[config.mk]
export PLATFORM = sky130hd
export DESIGN_NAME = gpde_ports
export DESIGN_NICKNAME = d
export VERILOG_FILES = /design/src/core/gpde_pkg.sv /design/src/core/gpde_pin_cell.sv /design/src/core/gpde_ports.sv
export SDC_FILE = /design/constraint.sdc
export NUM_CORES = 1
export LEC_CHECK = 0
export BUFFER_PORTS_ARGS = -buffer_cell sky130_fd_sc_hd__buf_2
export CAP_MARGIN = 20
export CORE_MARGIN = 10
export CORE_UTILIZATION = 32
export DETAILED_ROUTE_END_ITERATION = 12
export GPL_TIMING_DRIVEN = 0
export PLACE_DENSITY_LB_ADDON = 0.08
export SYNTH_ARGS = -nofsm -noshare
export SYNTH_HDL_FRONTEND = slang
export SYNTH_SLANG_ARGS = --single-unit
[constraint.sdc]
create_clock -name CLK -period 2.89 [get_ports CLK]
set_clock_uncertainty 0.2 [all_clocks]
set_input_delay 0.578 -clock CLK [delete_from_list [all_inputs] [get_ports CLK]]
set_output_delay 0.578 -clock CLK [all_outputs]
set_load 0.01 [all_outputs]
[src/core/gpde_pkg.sv]
package gpde_pkg;
    // register indices; the bus byte address is four times the index
    localparam logic [7:0] GPDE_IDX_PORT_D_LATCH = 8'h03;
    localparam logic [7:0] GPDE_IDX_PORT_E_LATCH = 8'h08;
    localparam logic [7:0] GPDE_IDX_PORT_D_DIRECTION = 8'h04;
    localparam logic [7:0] GPDE_IDX_PORT_D_PULLUP = 8'h05;
    localparam logic [7:0] GPDE_IDX_PORT_E_DIRECTION = 8'h09;
    localparam logic [7:0] GPDE_IDX_PERIPH_ENABLE = 8'h0A;
    localparam int GPDE_ADDR_W = 8;
    localparam int GPDE_D_W = 7;
    localparam int GPDE_E_W = 2;
    // reset values of the control registers
    localparam logic [6:0] GPDE_DIR_D_RST = 7'h00;
    localparam logic [6:0] GPDE_PUE_D_RST = 7'h00;
    localparam logic [1:0] GPDE_DIR_E_RST = 2'h0;
    localparam logic [1:0] GPDE_EN_RST = 2'h0;
    // fields of the peripheral enable register
    localparam int GPDE_EN_SERIAL_BIT = 0;
    localparam int GPDE_EN_SPI_BIT = 1;
    // port e pin positions shared with the serial unit
    localparam int GPDE_E_TX_BIT = 0;
    localparam int GPDE_E_RX_BIT = 1;
    // axi response codes
    localparam logic [1:0] GPDE_RESP_OKAY = 2'b00;
    localparam logic [1:0] GPDE_RESP_SLVERR = 2'b10;
endpackage

[src/core/gpde_pin_cell.sv]
`timescale 1ns/1ps
// one pin: driver, pullup and read-back select
module gpde_pin_cell
    import gpde_pkg::*;
(
    input wire logic clk, // bus clock
    input wire logic rst, // async reset, high
    input wire logic direction, // 1 = output
    input wire logic latch, // data latch bit
    input wire logic pullup_en, // pullup enable bit
    input wire logic owned, // peripheral owns the pin
    input wire logic owner_oe, // peripheral drive enable
    input wire logic owner_out, // peripheral drive value
    input wire logic pin_in, // pin level
    output logic pin_out, // registered drive value
    output logic pin_oe, // registered drive enable
    output logic pull_on, // registered pullup control
    output logic read_bit // value a read returns
);
    logic next_oe;
    logic next_out;

    // peripheral owns direction when enabled; else direction bit decides
    always_comb begin
        next_oe = owned ? owner_oe : direction;
        next_out = owned ? owner_out : latch;
    end

    // pin drivers straight from flops
    always_ff @(posedge clk or posedge rst) begin
        if (rst) begin
            pin_oe <= 1'b0;
            pin_out <= 1'b0;
            pull_on <= 1'b0;
        end else begin
            pin_oe <= next_oe;
            pin_out <= next_out;
            // pullup only when the pin is not driven
            pull_on <= pullup_en & ~next_oe;
        end
    end

    // direction bit always steers the read, even under peripheral control
    assign read_bit = direction ? latch : pin_in;
endmodule

[src/core/gpde_ports.sv]
// Our own choice: the AXI4-Lite interface to the registers.
`timescale 1ns/1ps
//
// Overview of operation
// - port d direction one enables driver
// - reset clears port d direction bits
// - port d read: latch if output, pin otherwise
// - latch writes always land, input unaffected
// - seven writable port d pullup enables
// - pullup on for enabled input pins
// - pullup forced off on output pins
// - port e two pins shared with serial
// - serial owns direction; direction still selects read
// - port e bit one is serial receive
// - port e bit zero is serial transmit
// - port e direction drives; reset clears
// - port e read: latch or pin
// - spi pins ignore port d direction for drive; direction still selects read
// - reset leaves port d latch unchanged
//
module gpde_ports
    import gpde_pkg::*;
(
    input wire logic CLK, // bus clock, 20 MHz
    input wire logic RST, // async reset, high
    input wire logic [7:0] S_AXI_AWADDR, // write address
    input wire logic S_AXI_AWVALID, // write address valid
    output logic S_AXI_AWREADY, // write address ready
    input wire logic [31:0] S_AXI_WDATA, // write data
    input wire logic [3:0] S_AXI_WSTRB, // write strobes
    input wire logic S_AXI_WVALID, // write data valid
    output logic S_AXI_WREADY, // write data ready
    output logic [1:0] S_AXI_BRESP, // write response
    output logic S_AXI_BVALID, // write response valid
    input wire logic S_AXI_BREADY, // write response ready
    input wire logic [7:0] S_AXI_ARADDR, // read address
    input wire logic S_AXI_ARVALID, // read address valid
    output logic S_AXI_ARREADY, // read address ready
    output logic [31:0] S_AXI_RDATA, // read data
    output logic [1:0] S_AXI_RRESP, // read response
    output logic S_AXI_RVALID, // read data valid
    input wire logic S_AXI_RREADY, // read data ready
    input wire logic [6:0] PORT_D_IN, // port d pin levels
    output logic [6:0] PORT_D_OUT, // port d drive values
    output logic [6:0] PORT_D_OE, // port d drive enables
    output logic [6:0] PORT_D_PULLUP, // port d pullup controls
    input wire logic [1:0] PORT_E_IN, // port e pin levels
    output logic [1:0] PORT_E_OUT, // port e drive values
    output logic [1:0] PORT_E_OE, // port e drive enables
    input wire logic SERIAL_TX, // serial unit transmit data
    output logic SERIAL_RX, // receive data to serial unit
    input wire logic [6:0] SPI_OWN, // pins the spi uses when enabled
    input wire logic [6:0] SPI_OE, // spi drive enables
    input wire logic [6:0] SPI_OUT, // spi drive values
    output logic SERIAL_UNIT_ENABLE, // serial enable, to serial unit
    output logic SPI_MODULE_ENABLE // spi enable, to spi module
);
    logic [6:0] port_d_latch;
    logic [6:0] port_d_direction;
    logic [6:0] port_d_pullup_enable;
    logic [1:0] port_e_latch;
    logic [1:0] port_e_direction;
    logic [1:0] periph_enable;
    logic serial_unit_enable;
    logic spi_module_enable;
    logic [6:0] d_read;
    logic [1:0] e_read;
    logic [1:0] e_pull_unused;
    logic [6:0] d_own;
    logic [1:0] e_own;
    logic [1:0] e_owner_oe;
    logic [1:0] e_owner_out;

    // write channel state
    logic aw_held;
    logic w_held;
    logic [7:0] aw_addr;
    logic [31:0] w_data;
    logic [3:0] w_strb;
    logic wr_go;
    logic next_aw_held;
    logic next_w_held;
    logic next_bvalid;
    logic [7:0] wr_byte;
    logic wr_lane0;
    logic wr_hit;
    logic rd_hit;
    logic [7:0] rd_byte;
    logic [31:0] next_rdata;

    assign serial_unit_enable = periph_enable[GPDE_EN_SERIAL_BIT];
    assign spi_module_enable = periph_enable[GPDE_EN_SPI_BIT];

    // capture address and data in either order; respond after both
    always_ff @(posedge CLK or posedge RST) begin
        if (RST) begin
            aw_held <= 1'b0;
            w_held <= 1'b0;
            aw_addr <= 8'h00;
            w_data <= 32'h0000_0000;
            w_strb <= 4'h0;
        end else begin
            if (S_AXI_AWVALID && S_AXI_AWREADY) begin
                aw_held <= 1'b1;
                aw_addr <= S_AXI_AWADDR;
            end else if (wr_go) begin
                aw_held <= 1'b0;
            end
            if (S_AXI_WVALID && S_AXI_WREADY) begin
                w_held <= 1'b1;
                w_data <= S_AXI_WDATA;
                w_strb <= S_AXI_WSTRB;
            end else if (wr_go) begin
                w_held <= 1'b0;
            end
        end
    end

    assign wr_go = aw_held && w_held && !S_AXI_BVALID;
    assign next_aw_held = (S_AXI_AWVALID && S_AXI_AWREADY)
        || (aw_held && !wr_go);
    assign next_w_held = (S_AXI_WVALID && S_AXI_WREADY)
        || (w_held && !wr_go);
    assign next_bvalid = wr_go || (S_AXI_BVALID && !S_AXI_BREADY);

    // ready flags as flops, computed from the next held state, so a
    // second word cannot slip in while one waits for its response
    always_ff @(posedge CLK or posedge RST) begin
        if (RST) begin
            S_AXI_AWREADY <= 1'b1;
            S_AXI_WREADY <= 1'b1;
        end else begin
            S_AXI_AWREADY <= !next_aw_held && !next_bvalid;
            S_AXI_WREADY <= !next_w_held && !next_bvalid;
        end
    end
    assign wr_byte = {aw_addr[7:2], 2'b00};
    assign wr_lane0 = w_strb[0];

    // decode of mapped byte addresses
    function automatic logic gpde_mapped(input logic [7:0] a);
        logic hit;
        hit = (a == {GPDE_IDX_PORT_D_LATCH[5:0], 2'b00})
            || (a == {GPDE_IDX_PORT_E_LATCH[5:0], 2'b00})
            || (a == {GPDE_IDX_PORT_D_DIRECTION[5:0], 2'b00})
            || (a == {GPDE_IDX_PORT_D_PULLUP[5:0], 2'b00})
            || (a == {GPDE_IDX_PORT_E_DIRECTION[5:0], 2'b00})
            || (a == {GPDE_IDX_PERIPH_ENABLE[5:0], 2'b00});
        return hit;
    endfunction

    assign wr_hit = gpde_mapped(wr_byte);

    // write response: okay on mapped, slverr on unmapped
    always_ff @(posedge CLK or posedge RST) begin
        if (RST) begin
            S_AXI_BVALID <= 1'b0;
            S_AXI_BRESP <= GPDE_RESP_OKAY;
        end else if (wr_go) begin
            S_AXI_BVALID <= 1'b1;
            S_AXI_BRESP <= wr_hit ? GPDE_RESP_OKAY : GPDE_RESP_SLVERR;
        end else if (S_AXI_BREADY) begin
            S_AXI_BVALID <= 1'b0;
        end
    end

    // data latches carry no reset: contents survive a reset
    always_ff @(posedge CLK) begin
        if (wr_go && wr_lane0) begin
            if (wr_byte == {GPDE_IDX_PORT_D_LATCH[5:0], 2'b00}) begin
                port_d_latch <= w_data[6:0];
            end
            if (wr_byte == {GPDE_IDX_PORT_E_LATCH[5:0], 2'b00}) begin
                port_e_latch <= w_data[1:0];
            end
        end
    end

    // control registers; reset makes every pin an input
    always_ff @(posedge CLK or posedge RST) begin
        if (RST) begin
            port_d_direction <= GPDE_DIR_D_RST;
            port_d_pullup_enable <= GPDE_PUE_D_RST;
            port_e_direction <= GPDE_DIR_E_RST;
            periph_enable <= GPDE_EN_RST;
        end else if (wr_go && wr_lane0) begin
            case (wr_byte)
                {GPDE_IDX_PORT_D_DIRECTION[5:0], 2'b00}: begin
                    port_d_direction <= w_data[6:0];
                end
                {GPDE_IDX_PORT_D_PULLUP[5:0], 2'b00}: begin
                    port_d_pullup_enable <= w_data[6:0];
                end
                {GPDE_IDX_PORT_E_DIRECTION[5:0], 2'b00}: begin
                    port_e_direction <= w_data[1:0];
                end
                {GPDE_IDX_PERIPH_ENABLE[5:0], 2'b00}: begin
                    periph_enable <= w_data[1:0];
                end
                default: begin
                end
            endcase
        end
    end

    // port d pins; spi takes pins it names only while enabled
    assign d_own = spi_module_enable ? SPI_OWN : 7'h00;
    genvar gi;
    generate
        for (gi = 0; gi < GPDE_D_W; gi = gi + 1) begin : g_port_d
            gpde_pin_cell u_cell (
                .clk(CLK),
                .rst(RST),
                .direction(port_d_direction[gi]),
                .latch(port_d_latch[gi]),
                .pullup_en(port_d_pullup_enable[gi]),
                .owned(d_own[gi]),
                .owner_oe(SPI_OE[gi]),
                .owner_out(SPI_OUT[gi]),
                .pin_in(PORT_D_IN[gi]),
                .pin_out(PORT_D_OUT[gi]),
                .pin_oe(PORT_D_OE[gi]),
                .pull_on(PORT_D_PULLUP[gi]),
                .read_bit(d_read[gi])
            );
        end
    endgenerate

    // serial unit takes both port e pins: bit 0 transmits, bit 1 receives
    assign e_own = {2{serial_unit_enable}};
    assign e_owner_oe = 2'b01;
    assign e_owner_out = {1'b0, SERIAL_TX};
    generate
        for (gi = 0; gi < GPDE_E_W; gi = gi + 1) begin : g_port_e
            gpde_pin_cell u_cell (
                .clk(CLK),
                .rst(RST),
                .direction(port_e_direction[gi]),
                .latch(port_e_latch[gi]),
                .pullup_en(1'b0),
                .owned(e_own[gi]),
                .owner_oe(e_owner_oe[gi]),
                .owner_out(e_owner_out[gi]),
                .pin_in(PORT_E_IN[gi]),
                .pin_out(PORT_E_OUT[gi]),
                .pin_oe(PORT_E_OE[gi]),
                .pull_on(e_pull_unused[gi]),
                .read_bit(e_read[gi])
            );
        end
    endgenerate

    // receive data; idle high while the serial unit is off
    always_ff @(posedge CLK or posedge RST) begin
        if (RST) begin
            SERIAL_RX <= 1'b1;
        end else begin
            SERIAL_RX <= serial_unit_enable ? PORT_E_IN[GPDE_E_RX_BIT]
                : 1'b1;
        end
    end

    // enables to the peripherals, registered
    always_ff @(posedge CLK or posedge RST) begin
        if (RST) begin
            SERIAL_UNIT_ENABLE <= 1'b0;
            SPI_MODULE_ENABLE <= 1'b0;
        end else begin
            SERIAL_UNIT_ENABLE <= serial_unit_enable;
            SPI_MODULE_ENABLE <= spi_module_enable;
        end
    end

    // read data mux; unmapped reads zero with slverr
    assign rd_byte = {S_AXI_ARADDR[7:2], 2'b00};
    assign rd_hit = gpde_mapped(rd_byte);
    always_comb begin
        next_rdata = 32'h0000_0000;
        case (rd_byte)
            {GPDE_IDX_PORT_D_LATCH[5:0], 2'b00}: begin
                next_rdata[6:0] = d_read;
            end
            {GPDE_IDX_PORT_E_LATCH[5:0], 2'b00}: begin
                next_rdata[1:0] = e_read;
            end
            {GPDE_IDX_PORT_D_DIRECTION[5:0], 2'b00}: begin
                next_rdata[6:0] = port_d_direction;
            end
            {GPDE_IDX_PORT_D_PULLUP[5:0], 2'b00}: begin
                next_rdata[6:0] = port_d_pullup_enable;
            end
            {GPDE_IDX_PORT_E_DIRECTION[5:0], 2'b00}: begin
                next_rdata[1:0] = port_e_direction;
            end
            {GPDE_IDX_PERIPH_ENABLE[5:0], 2'b00}: begin
                next_rdata[1:0] = periph_enable;
            end
            default: begin
                next_rdata = 32'h0000_0000;
            end
        endcase
    end

    // read channel: one wait-free cycle, data held until taken
    // address ready is kept as the inverse of valid, both from flops
    always_ff @(posedge CLK or posedge RST) begin
        if (RST) begin
            S_AXI_RVALID <= 1'b0;
            S_AXI_ARREADY <= 1'b1;
            S_AXI_RDATA <= 32'h0000_0000;
            S_AXI_RRESP <= GPDE_RESP_OKAY;
        end else if (S_AXI_ARVALID && !S_AXI_RVALID) begin
            S_AXI_RVALID <= 1'b1;
            S_AXI_ARREADY <= 1'b0;
            S_AXI_RDATA <= next_rdata;
            S_AXI_RRESP <= rd_hit ? GPDE_RESP_OKAY : GPDE_RESP_SLVERR;
        end else if (S_AXI_RREADY) begin
            S_AXI_RVALID <= 1'b0;
            S_AXI_ARREADY <= 1'b1;
        end
    end

    // checks
    chk_d_drive_dir: assert property (@(posedge CLK) disable iff (RST)
        (d_own == 7'h00) |=> (PORT_D_OE == $past(port_d_direction)))
        else $error("port d enable not following direction");
    chk_d_reset_dir: assert property (@(posedge CLK)
        $fell(RST) |-> (port_d_direction == 7'h00))
        else $error("port d direction not cleared");
    chk_d_pullup_off: assert property (@(posedge CLK) disable iff (RST)
        ((PORT_D_OE & PORT_D_PULLUP) == 7'h00))
        else $error("pullup on with driver on");
    chk_d_pullup_on: assert property (@(posedge CLK) disable iff (RST)
        (d_own == 7'h00) |=> (PORT_D_PULLUP ==
        ($past(port_d_pullup_enable) & ~$past(port_d_direction))))
        else $error("pullup wrong for input pins");
    chk_e_tx_owned: assert property (@(posedge CLK) disable iff (RST)
        serial_unit_enable |=> (PORT_E_OE == 2'b01
        && PORT_E_OUT[0] == $past(SERIAL_TX)))
        else $error("serial transmit not on port e bit zero");
    chk_e_rx_path: assert property (@(posedge CLK) disable iff (RST)
        serial_unit_enable |=> (SERIAL_RX == $past(PORT_E_IN[1])))
        else $error("receive path broken");
    // drive value judged only where driven: the latch has no reset
    chk_e_gpio_dir: assert property (@(posedge CLK)
        disable iff (RST) !serial_unit_enable |=>
        (PORT_E_OE == $past(port_e_direction)
        && (PORT_E_OUT & PORT_E_OE)
        == $past(port_e_latch & port_e_direction)))
        else $error("port e gpio drive wrong");
    chk_d_read_mux: assert property (@(posedge CLK) disable iff (RST)
        (S_AXI_ARVALID && !S_AXI_RVALID
        && rd_byte == {GPDE_IDX_PORT_D_LATCH[5:0], 2'b00})
        |=> (S_AXI_RDATA[6:0] == (($past(port_d_direction)
        & $past(port_d_latch)) | (~$past(port_d_direction)
        & $past(PORT_D_IN)))))
        else $error("port d read wrong");
    chk_latch_write: assert property (@(posedge CLK) disable iff (RST)
        (wr_go && wr_lane0
        && wr_byte == {GPDE_IDX_PORT_E_LATCH[5:0], 2'b00})
        |=> (port_e_latch == $past(w_data[1:0])))
        else $error("port e latch write lost");
    cov_write: cover property (@(posedge CLK) S_AXI_BVALID && S_AXI_BREADY);
    cov_read: cover property (@(posedge CLK) S_AXI_RVALID && S_AXI_RREADY);
    cov_serial: cover property (@(posedge CLK) serial_unit_enable);
    cov_pullup: cover property (@(posedge CLK) PORT_D_PULLUP != 7'h00);
endmodule

==> results.toml, run 1 <==
[outcome]
status = "complete, no violations"

[cts]
cts_tree = "built"
cts-root-buf = "clkbuf_16"
cts.sinks = 85
clkLatencyLatePin_ns = 0.33
cts.clk_slew.worst_paths_ns = 0.06
postCtsSetupRepairBufs = 0
cts_max_level = 3
cts_resized = 0
cts_hold_buf = 1
cts_buffers = 9
clock_path_buffers = 2

[synth]
synth_top_family_by_area = "multiplexers"
muxShareOfSynthArea = 0.159
syn_inst = 315
yosysTopAreaCell = "dfrtp_1"
synth_cell_types = 40
yosys-top-cells-area = "dfrtp_1 46%, mux2_2 13%, buf_4 10%"
synth_compound_area_frac = 0.0606
yosysSeqAreaShare = 0.558
synth_top_area_share = 0.462
synth-xor-area-share = 0.00449
yosysWarningCount = 0
ys_ff_latch = 85
synth_fa_ha_area_frac = 0
post_synth_and_or_nand_nor_area_fraction = 0.0946
syn-mean-instance-area_sq_um = 12.4
syn-cell-area_sq_um = 3900

[pwr]
power_switching_mw = 1.20
seqPwrFrac = 0.456
p_int_mw = 2.82
total_power_mw = 4.01
ir_drop_mv = 0.375
power_leakage_nw = 2.53
p_clk_frac = 0.266
p_sw_frac = 0.298
power_density_nw_per_um2 = 802
combinationalPowerShare = 0.278

[routing]
wirelength_mm = 9.72
vias = 2641
viasPerCell = 4.35
dr.pass1.iters = 6
wl_per_cell_microns = 16.0
antenna_left = 0
drc_errors = 0
drt_iter0_drc = 114

[timing]
tightest_slew_ns = 0.771
slew_violations = 0
finalWorstSetupSlack_ns = 0.700
finalCriticalPeriod_ns = 2.19
rsz0062_at_grt = "false"
hold_viol = 0
setup_violations = 0
setup-tns-final_ns = 0
whs_ns = 0.181
finalCritPeriodShare = 0.758
slew_headroom = 0.485
clock.fmax_mhz = 457

[floorplan]
fp.dieH_microns = 130
fp-row-count = 40
dieWidth_microns = 130
core_area_sq_um = 12000
dieArea_sq_um = 17000
io_pins = 159
start_util = 0.326

[grt]
track_usage = 0.116
grt_pass1_wl_mm = 15.0
grt_max_degree = 67
antenna_found_initial = 1
grt-ovfl-total = 0
grt_pass1_vias = 2814

[worst_setup_path]
crit_type = "register to register"
cp_max_fo = 7
required_ns = 2.90
crit_path_end_kind = "register"
critical_path_arrival_ns = 2.20
start_kind = "register"

[cells_and_area]
syn_to_final_growth_pct = 28.4
layout.nets = 544
fin_area_sq_um = 5010
n_fill_cell = 1160
seq_area_sq_um = 2180
final_layout_size_suffix_gt1_frac = 0.503
multi_input_area_sq_um = 1350

[place]
place.gp.congestion = 0.719
dp_hpwl_mm = 7.38
dpl_worst_slack_ns = 0.509
io_buffers = 99
placedInstanceArea_sq_um = 4720

[worst_hold_path]
min_path_type = "register to register"

[flow_run]
maxCapViolations = 0
## placed cells by master, fill, tap and decap left out, types with 2 or more instances in the layout
cell       instances
buf_2            100
dfrtp_1           72
buf_4             53
mux2_2            45
conb_1            27
nand2_1           18
nor2_1            16
inv_1             14
clkbuf_16          9
edfxtp_1           9
mux2_4             7
clkbuf_1           7
nand3_1            7
nor2b_1            6
a31oi_1            6
o21ai_0            6
nand2b_1           5
a22o_1             5
dfstp_2            4
a21oi_1            4
o22ai_1            3
a32oi_1            3
o221ai_1           3
a211oi_1           2
nor4_1             2
or2_2              2
nor3_1             2
and3_1             2
clkbuf_8           2
## per-stage QoR
stage,utilization,instances
3_3_place_gp,0.391,587
5_1_grt,0.418,606
6_report,0.419,607
4_1_cts,0.418,606
2_1_floorplan,-,341
3_5_place_dp,0.395,589
## final timing paths
check                                  from                    endpoint  slack [ns]  depth (start not counted)
setup / recovery               S_AXI_BVALID         port_d_direction[2]        0.70                          4
hold / removal             periph_enable[1]           SPI_MODULE_ENABLE        0.18                          0
setup reg to reg               S_AXI_BVALID         port_d_direction[2]        0.70                          4
hold reg to reg            periph_enable[1]           SPI_MODULE_ENABLE        0.18                          0
max in group asynchronous               RST                   SERIAL_RX        1.38                          4
min in group asynchronous               RST  g_port_d[4].u_cell.pull_on        0.50                          3
## flip-flops by register name, indices dropped and copies added, names as in the netlist, 6 cells and up
name and count:
S_AXI_RDATA 7, port_d_latch 7, port_d_direction 7, g_port_d.u_cell.pin_oe 7
port_d_pullup_enable 7, g_port_d.u_cell.pull_on 7, w_data 7, aw_addr 6
g_port_d.u_cell.pin_out 7
## kinds of logic (layout without fill, tap and decap cells)
family | Yosys count | in the layout
and+or+nand+nor | 68 | 68
AOI/OAI and AO/OA | 34 | 34
DFF | 85 | 85
muxes | 53 | 53
xor gates and xnor gates | 2 | 2
other | 1 | 28
buffers and inverters | 72 | 190
## cell usage after synthesis
| library cell | number |
|---|---|
| a211oi_1 | 2 |
| a21oi_1 | 4 |
| a22o_1 | 5 |
| a2bb2oi_1 | 1 |
| a31oi_1 | 6 |
| a32oi_1 | 3 |
| and3_1 | 2 |
| and3b_1 | 1 |
| and3b_2 | 1 |
| buf_2 | 1 |
| buf_4 | 52 |
| buf_6 | 1 |
| clkbuf_1 | 3 |
| conb_1 | 1 |
| dfrtp_1 | 72 |
| dfstp_2 | 4 |
| edfxtp_1 | 9 |
| inv_1 | 15 |
| mux2_2 | 45 |
| mux2_4 | 7 |
| mux2i_1 | 1 |
| nand2_1 | 18 |
| nand2b_1 | 5 |
| nand3_1 | 7 |
| nand3_4 | 1 |
| nand3b_1 | 1 |
| nor2_1 | 16 |
| nor2b_1 | 6 |
| nor3_1 | 2 |
| nor3b_1 | 1 |
| nor4_1 | 3 |
| nor4_4 | 1 |
| o211a_1 | 1 |
| o21ai_0 | 6 |
| o221ai_1 | 3 |
| o22ai_1 | 3 |
| or2_2 | 2 |
| or4_4 | 1 |
| xnor2_1 | 1 |
| xor2_1 | 1 |
## worst max-delay path, stage by stage, from the launching register on
cell	delay, ns
dfrtp_1	0.40
and3b_2	0.30
nand3_4	0.12
nor4_4	0.64
mux2_2	0.41
## power by group through the flow
stage          registers, mW  logic, mW  clock network [mW]
6_report                1.83       1.11                1.07
5_1_grt                 1.89       1.25                1.17
4_1_cts                 1.84       1.14                1.11
3_5_place_dp            1.86       1.13                   0
3_3_place_gp            1.85       1.11                   0
2_1_floorplan           1.80      0.797                   0
## area by class of cell
cell class / count / share of cell area
sequential: 85 / 0.435
tap: 147 / 0.0367
multi-input combinational: 184 / 0.270
clock buffer: 15 / 0.0535
timing repair buffer: 102 / 0.108
clock inverter: 1 / 0.00100
inverter: 15 / 0.0117
antenna: 1 / 0.000500
buffer: 57 / 0.0835
## per-layer routing
metal,track usage,share of wire,vias to the layer above,wire length [microns]
met4,0.0392,0.011,0,104
met2,0.182,0.45,95,4410
li1,-,-,1300,-
met3,0.0443,0.097,7,943
met1,0.145,0.44,1239,4270
met5,0,0,-,0
Note: power is estimated with default switching activity, not from simulation.
==> run 2: changes to the inputs <==
==> constraint.sdc (replaced) <==
create_clock -name CLK -period 2.2 [get_ports CLK]
set_clock_uncertainty 0.2 [all_clocks]
set_input_delay 0.44 -clock CLK [delete_from_list [all_inputs] [get_ports CLK]]
set_output_delay 0.44 -clock CLK [all_outputs]
set_load 0.01 [all_outputs]
==> run 2 against run 1 <==
  * Fmax is 3.6% higher
  * Non-clock buffer count is 4 higher
  * Critical path type unchanged
  * Count of clock-buffer cells in the layout is 1 lower
  * Largest power group unchanged
  * Highest routed layer unchanged
==> results.toml, run 2 (same netlist as run 1, synthesis figures left out) <==
[floorplan]
fp.dieH_microns = 130
core_area_sq_um = 12000
io_pins = 159
fp-row-count = 40
dieArea_sq_um = 17000
dieWidth_microns = 130
start_util = 0.326

[worst_setup_path]
cp_max_fo = 7
reg2reg_depth = 5
required_ns = 2.22
critical_path_arrival_ns = 2.13
critical_path.reg2reg.startpoint = "S_AXI_BVALID"
endpoint = "port_d_pullup_enable[3]"
crit_path_end_kind = "register"
reg2reg_slack_ns = 0.09
rr_endpoint = "port_d_pullup_enable[3]"
startpoint = "S_AXI_BVALID"
crit_type = "register to register"
start_kind = "register"

[routing]
antenna_left = 0
viasPerCell = 4.33
drt_iter0_drc = 132
dr.pass1.iters = 4
wirelength_mm = 9.74
drc_errors = 0
vias = 2643
wl_per_cell_microns = 15.9

[cells_and_area]
n_fill_cell = 1184
layout_commonest_cell = "buf_2"
final_cell_mix = "100 x buf_2, 72 x dfrtp_1, 56 x buf_4, 45 x mux2_2, 27 x conb_1"
final_layout_size_suffix_gt1_frac = 0.510
syn_to_final_growth_pct = 29.5
layout.nets = 548
instances_no_fill = 611
post-route-util = 0.422

[timing]
setup-tns-final_ns = 0
hold_viol = 0
finalWorstSetupSlack_ns = 0.0862
finalCriticalPeriod_ns = 2.11
slew_headroom = 0.512
finalCritPeriodShare = 0.961
setup_violations = 0
slew_violations = 0
tightest_slew_ns = 0.731
clock.fmax_mhz = 473
rsz0062_at_grt = "false"

[place]
io_buffers = 99
placed_cells = 590
dp_hpwl_mm = 7.47
place.gp.congestion = 0.719
dpl_worst_slack_ns = -0.0870

[cts]
clkLatencyLatePin_ns = 0.34
cts-root-buf = "clkbuf_16"
cts.sinks = 85
clock_path_buffers = 2
cts_buffers = 9
cts_tree = "built"
cts.clk_slew.worst_paths_ns = 0.06
cts_max_level = 3

[pwr]
p_sw_frac = 0.301
power_leakage_nw = 2.55
power_density_nw_per_um2 = 1050
p_int_mw = 3.71
ir_drop_mv = 0.502
seqPwrFrac = 0.455
combinationalPowerShare = 0.280
power_switching_mw = 1.60
p_clk_frac = 0.265
total_power_mw = 5.31

[grt]
grt_pass1_vias = 2754
grt_max_degree = 35
track_usage = 0.117
antenna_found_initial = 1
grt_pass1_wl_mm = 15.0
grt-ovfl-total = 0

[outcome]
status = "complete, no violations"

[flow_run]
maxCapViolations = 0

[worst_hold_path]
min_path_type = "input port to register"
run 2: stage by stage:
step | instance area [sq um] | hold slack (ns)
after global placement | 4680 | 0.166
after floorplan | 4000 | 0.152
after global routing | 5050 | 0.0548
after CTS | 5030 | 0.0553
after detailed placement | 4730 | 0.186
final | 5050 | 0.0609
run 2: per-layer routing:
layer	vias up	global-route usage	part of all wire
li1	1303	-	-
met1	1237	0.149	0.44
met2	92	0.178	0.45
met3	11	0.0407	0.10
met4	0	0.0471	0.016
met5	-	0	0
run 2: power groups by stage:
stage	registers [mW]	logic [mW]	clock network, mW
after floorplan	2.36	1.05	0
after global placement	2.43	1.46	0
after detailed placement	2.44	1.50	0
after CTS	2.42	1.51	1.45
after global routing	2.49	1.66	1.53
final	2.42	1.49	1.41
run 2: critical path, cell delays in order (launching register included):
cell	delay, ns
dfrtp_1	0.39
and3b_2	0.29
nand3_4	0.13
or4_4	0.50
buf_6	0.17
mux2_4	0.30
run 2: cell type report:
type / count / area, sq um / share of cell area
clock inverters: 2 / 10.0 / 0.00198
flip-flops and latches: 85 / 2180 / 0.431
diodes: 1 / 2.50 / 0.000495
clock buffers: 14 / 264 / 0.0523
plain buffers: 57 / 418 / 0.0827
well taps: 147 / 184 / 0.0364
repair buffers: 106 / 576 / 0.114
inverters: 15 / 60.1 / 0.0119
multi-input cells: 184 / 1360 / 0.269
run 2: how the worst min path moves through the flow:
stage                        end  cells past startpoint  slack (ns)              from
2_1_floorplan  SPI_MODULE_ENABLE                      0        0.15  periph_enable[1]
3_3_place_gp   SPI_MODULE_ENABLE                      0        0.17  periph_enable[1]
3_5_place_dp   SPI_MODULE_ENABLE                      0        0.19  periph_enable[1]
4_1_cts             S_AXI_WREADY                      2        0.06      S_AXI_WVALID
5_1_grt            S_AXI_AWREADY                      2        0.05     S_AXI_AWVALID
6_report            S_AXI_WREADY                      2        0.06      S_AXI_WVALID
run 2: what timing repair did:
item / CTS / global route
endpoints found under the setup margin: 11 / 10
hold endpoints to repair: 14 / 0
setup buffers: 0 / 3
gates resized for setup: 1 / 0
hold buffers: 1 / 0
pin swaps: 1 / 1
==> run 3: changes to the inputs <==
--- a/config.mk
+++ b/config.mk
@@ -8,10 +8,11 @@
 export BUFFER_PORTS_ARGS = -buffer_cell sky130_fd_sc_hd__buf_2
 export CAP_MARGIN = 20
 export CORE_MARGIN = 10
-export CORE_UTILIZATION = 32
+export CORE_UTILIZATION = 48
 export DETAILED_ROUTE_END_ITERATION = 12
 export GPL_TIMING_DRIVEN = 0
 export PLACE_DENSITY_LB_ADDON = 0.08
 export SYNTH_ARGS = -nofsm -noshare
 export SYNTH_HDL_FRONTEND = slang
 export SYNTH_SLANG_ARGS = --single-unit
+export TNS_END_PERCENT = 1
==> run 3 against run 2 <==
  * Clock power shrank 25%
  * Die area fell by 29%
  * Routed wire length is 9.2% lower
  * Critical path type unchanged
==> results.toml, run 3 (same netlist as run 1, synthesis figures left out) <==
[floorplan]
io_pins = 159
start_util = 0.500
fp-row-count = 32
fp.dieH_microns = 110
core_area_sq_um = 7810
dieWidth_microns = 110
dieArea_sq_um = 12100

[routing]
drc_errors = 0
met3_length_microns = 961
dr.pass1.iters = 4
antenna_left = 0
top_layer_used = "met4"
wl_met2_mm = 4.09
viasPerCell = 4.72
drt_iter0_drc = 85
met1_length_mm = 3.62
wl_per_cell_microns = 15.8
vias = 2639
wirelength_mm = 8.84

[worst_setup_path]
critical_path.top_delay_family = "simple AND/OR/NAND/NOR gates"
endpoint = "port_d_pullup_enable[3]"
crit_path_end_kind = "register"
reg2reg_slack_ns = 0.09
cp_cell_sequence = "and3b_2 -> nand3_4 -> or4_4 -> buf_6 -> mux2_4"
rr_endpoint = "port_d_pullup_enable[3]"
slowest_delay_ns = 0.50
start_kind = "register"
crit_buf_inv = 1
startpoint = "S_AXI_BVALID"
crit_type = "register to register"
cp_max_fo = 7
cp_slowest_cell = "or4_4"
critical_path.reg2reg.startpoint = "S_AXI_BVALID"
critical_path_arrival_ns = 2.15
required_ns = 2.24
reg2reg_depth = 5
cp.depth = 5

[place]
dp_hpwl_mm = 6.86
place.gp.congestion = 0.769
dpl_worst_slack_ns = 0.0346
io_buffers = 99

[cts]
cts_resized = 0
cts.sinks = 85
cts_tree = "built"
cts_max_level = 3
cts_buffers = 9
cts.clk_slew.worst_paths_ns = 0.08
clkLatencyLatePin_ns = 0.36
postCtsSetupRepairBufs = 0
clock_path_buffers = 2
cts-root-buf = "clkbuf_8"
cts_hold_buf = 0

[timing]
finalCritPeriodShare = 0.957
rsz0062_at_grt = "false"
setup_violations = 0
finalCriticalPeriod_ns = 2.11
hold_viol = 0
tightest_slew_ns = 0.775
slew_headroom = 0.482
slew_violations = 0
clock.fmax_mhz = 475
finalWorstSetupSlack_ns = 0.0942

[worst_hold_path]
min_path_type = "input port to async pin"

[grt]
grt-ovfl-total = 0
grt_pass1_wl_mm = 14.1
grt_pass1_vias = 2850
track_usage = 0.151
grt_max_degree = 42
antenna_found_initial = 1

[pwr]
ir_drop_mv = 0.643
power_density_nw_per_um2 = 1020
power_leakage_nw = 2.48
total_power_mw = 4.93

[cells_and_area]
layout.nets = 543
n_fill_cell = 673
final_layout_size_suffix_gt1_frac = 0.505
final_cell_mix = "100 x buf_2, 72 x dfrtp_1, 53 x buf_4, 45 x mux2_2, 27 x conb_1"
layout_commonest_cell = "buf_2"
syn_to_final_growth_pct = 24.4
diodes = 0

[outcome]
status = "complete, no violations"

[flow_run]
maxCapViolations = 0
==> run 3: changes by cell type in the layout (fill, tap and decap cells not counted), sizes merged <==
cell         change
dlygate4sd3      -1
clkbuf           -1
bufinv           +1
clkinv           -1
buf              -4
diode            -1
==> run 3: power by group <==
| part | total, mW | switching (mW) | internal (mW) |
|---|---|---|---|
| registers | 2.40 | 0.333 | 2.07 |
| logic | 1.46 | 0.662 | 0.802 |
| clock network | 1.06 | 0.512 | 0.550 |
==> run 3: per-layer routing <==
layer,track usage,up-vias
met5,0,-
met4,0.0725,0
met3,0.0534,15
met2,0.239,101
met1,0.181,1233
li1,-,1290
==> run 3: metrics by stage <==
| stage | std cells | setup TNS (ns) | hold slack [ns] | instance area [sq um] | utilization |
|---|---|---|---|---|---|
| global route | 559 | 0 | 0.0439 | 4850 | 0.621 |
| CTS | 559 | 0 | 0.0257 | 4840 | 0.620 |
| detailed placement | 544 | 0 | 0.172 | 4660 | 0.597 |
| floorplan | 341 | 0 | 0.152 | 4000 | - |
| global placement | 542 | -5.11 | 0.166 | 4620 | 0.592 |
| finish | 559 | 0 | 0.00520 | 4850 | 0.621 |
==> run 3: layout make-up <==
cell class                 instances  area [sq um]  share of cell area
buffer                            57           418              0.0861
clock buffer                      13           149              0.0307
clock inverter                     2          35.0             0.00722
inverter                          15          60.1              0.0124
multi-input combinational        184          1360               0.281
sequential                        85          2180               0.449
tap                              102           128              0.0263
timing repair buffer             101           523               0.108
==> run 3: worst min path at each step <==
stage,to,cells after the start,start
2_1_floorplan,SPI_MODULE_ENABLE,0,periph_enable[1]
3_3_place_gp,SPI_MODULE_ENABLE,0,periph_enable[1]
3_5_place_dp,SPI_MODULE_ENABLE,0,periph_enable[1]
4_1_cts,g_port_d[3].u_cell.pin_out,2,RST
5_1_grt,S_AXI_AWREADY,2,S_AXI_AWVALID
6_report,g_port_d[3].u_cell.pin_out,2,RST
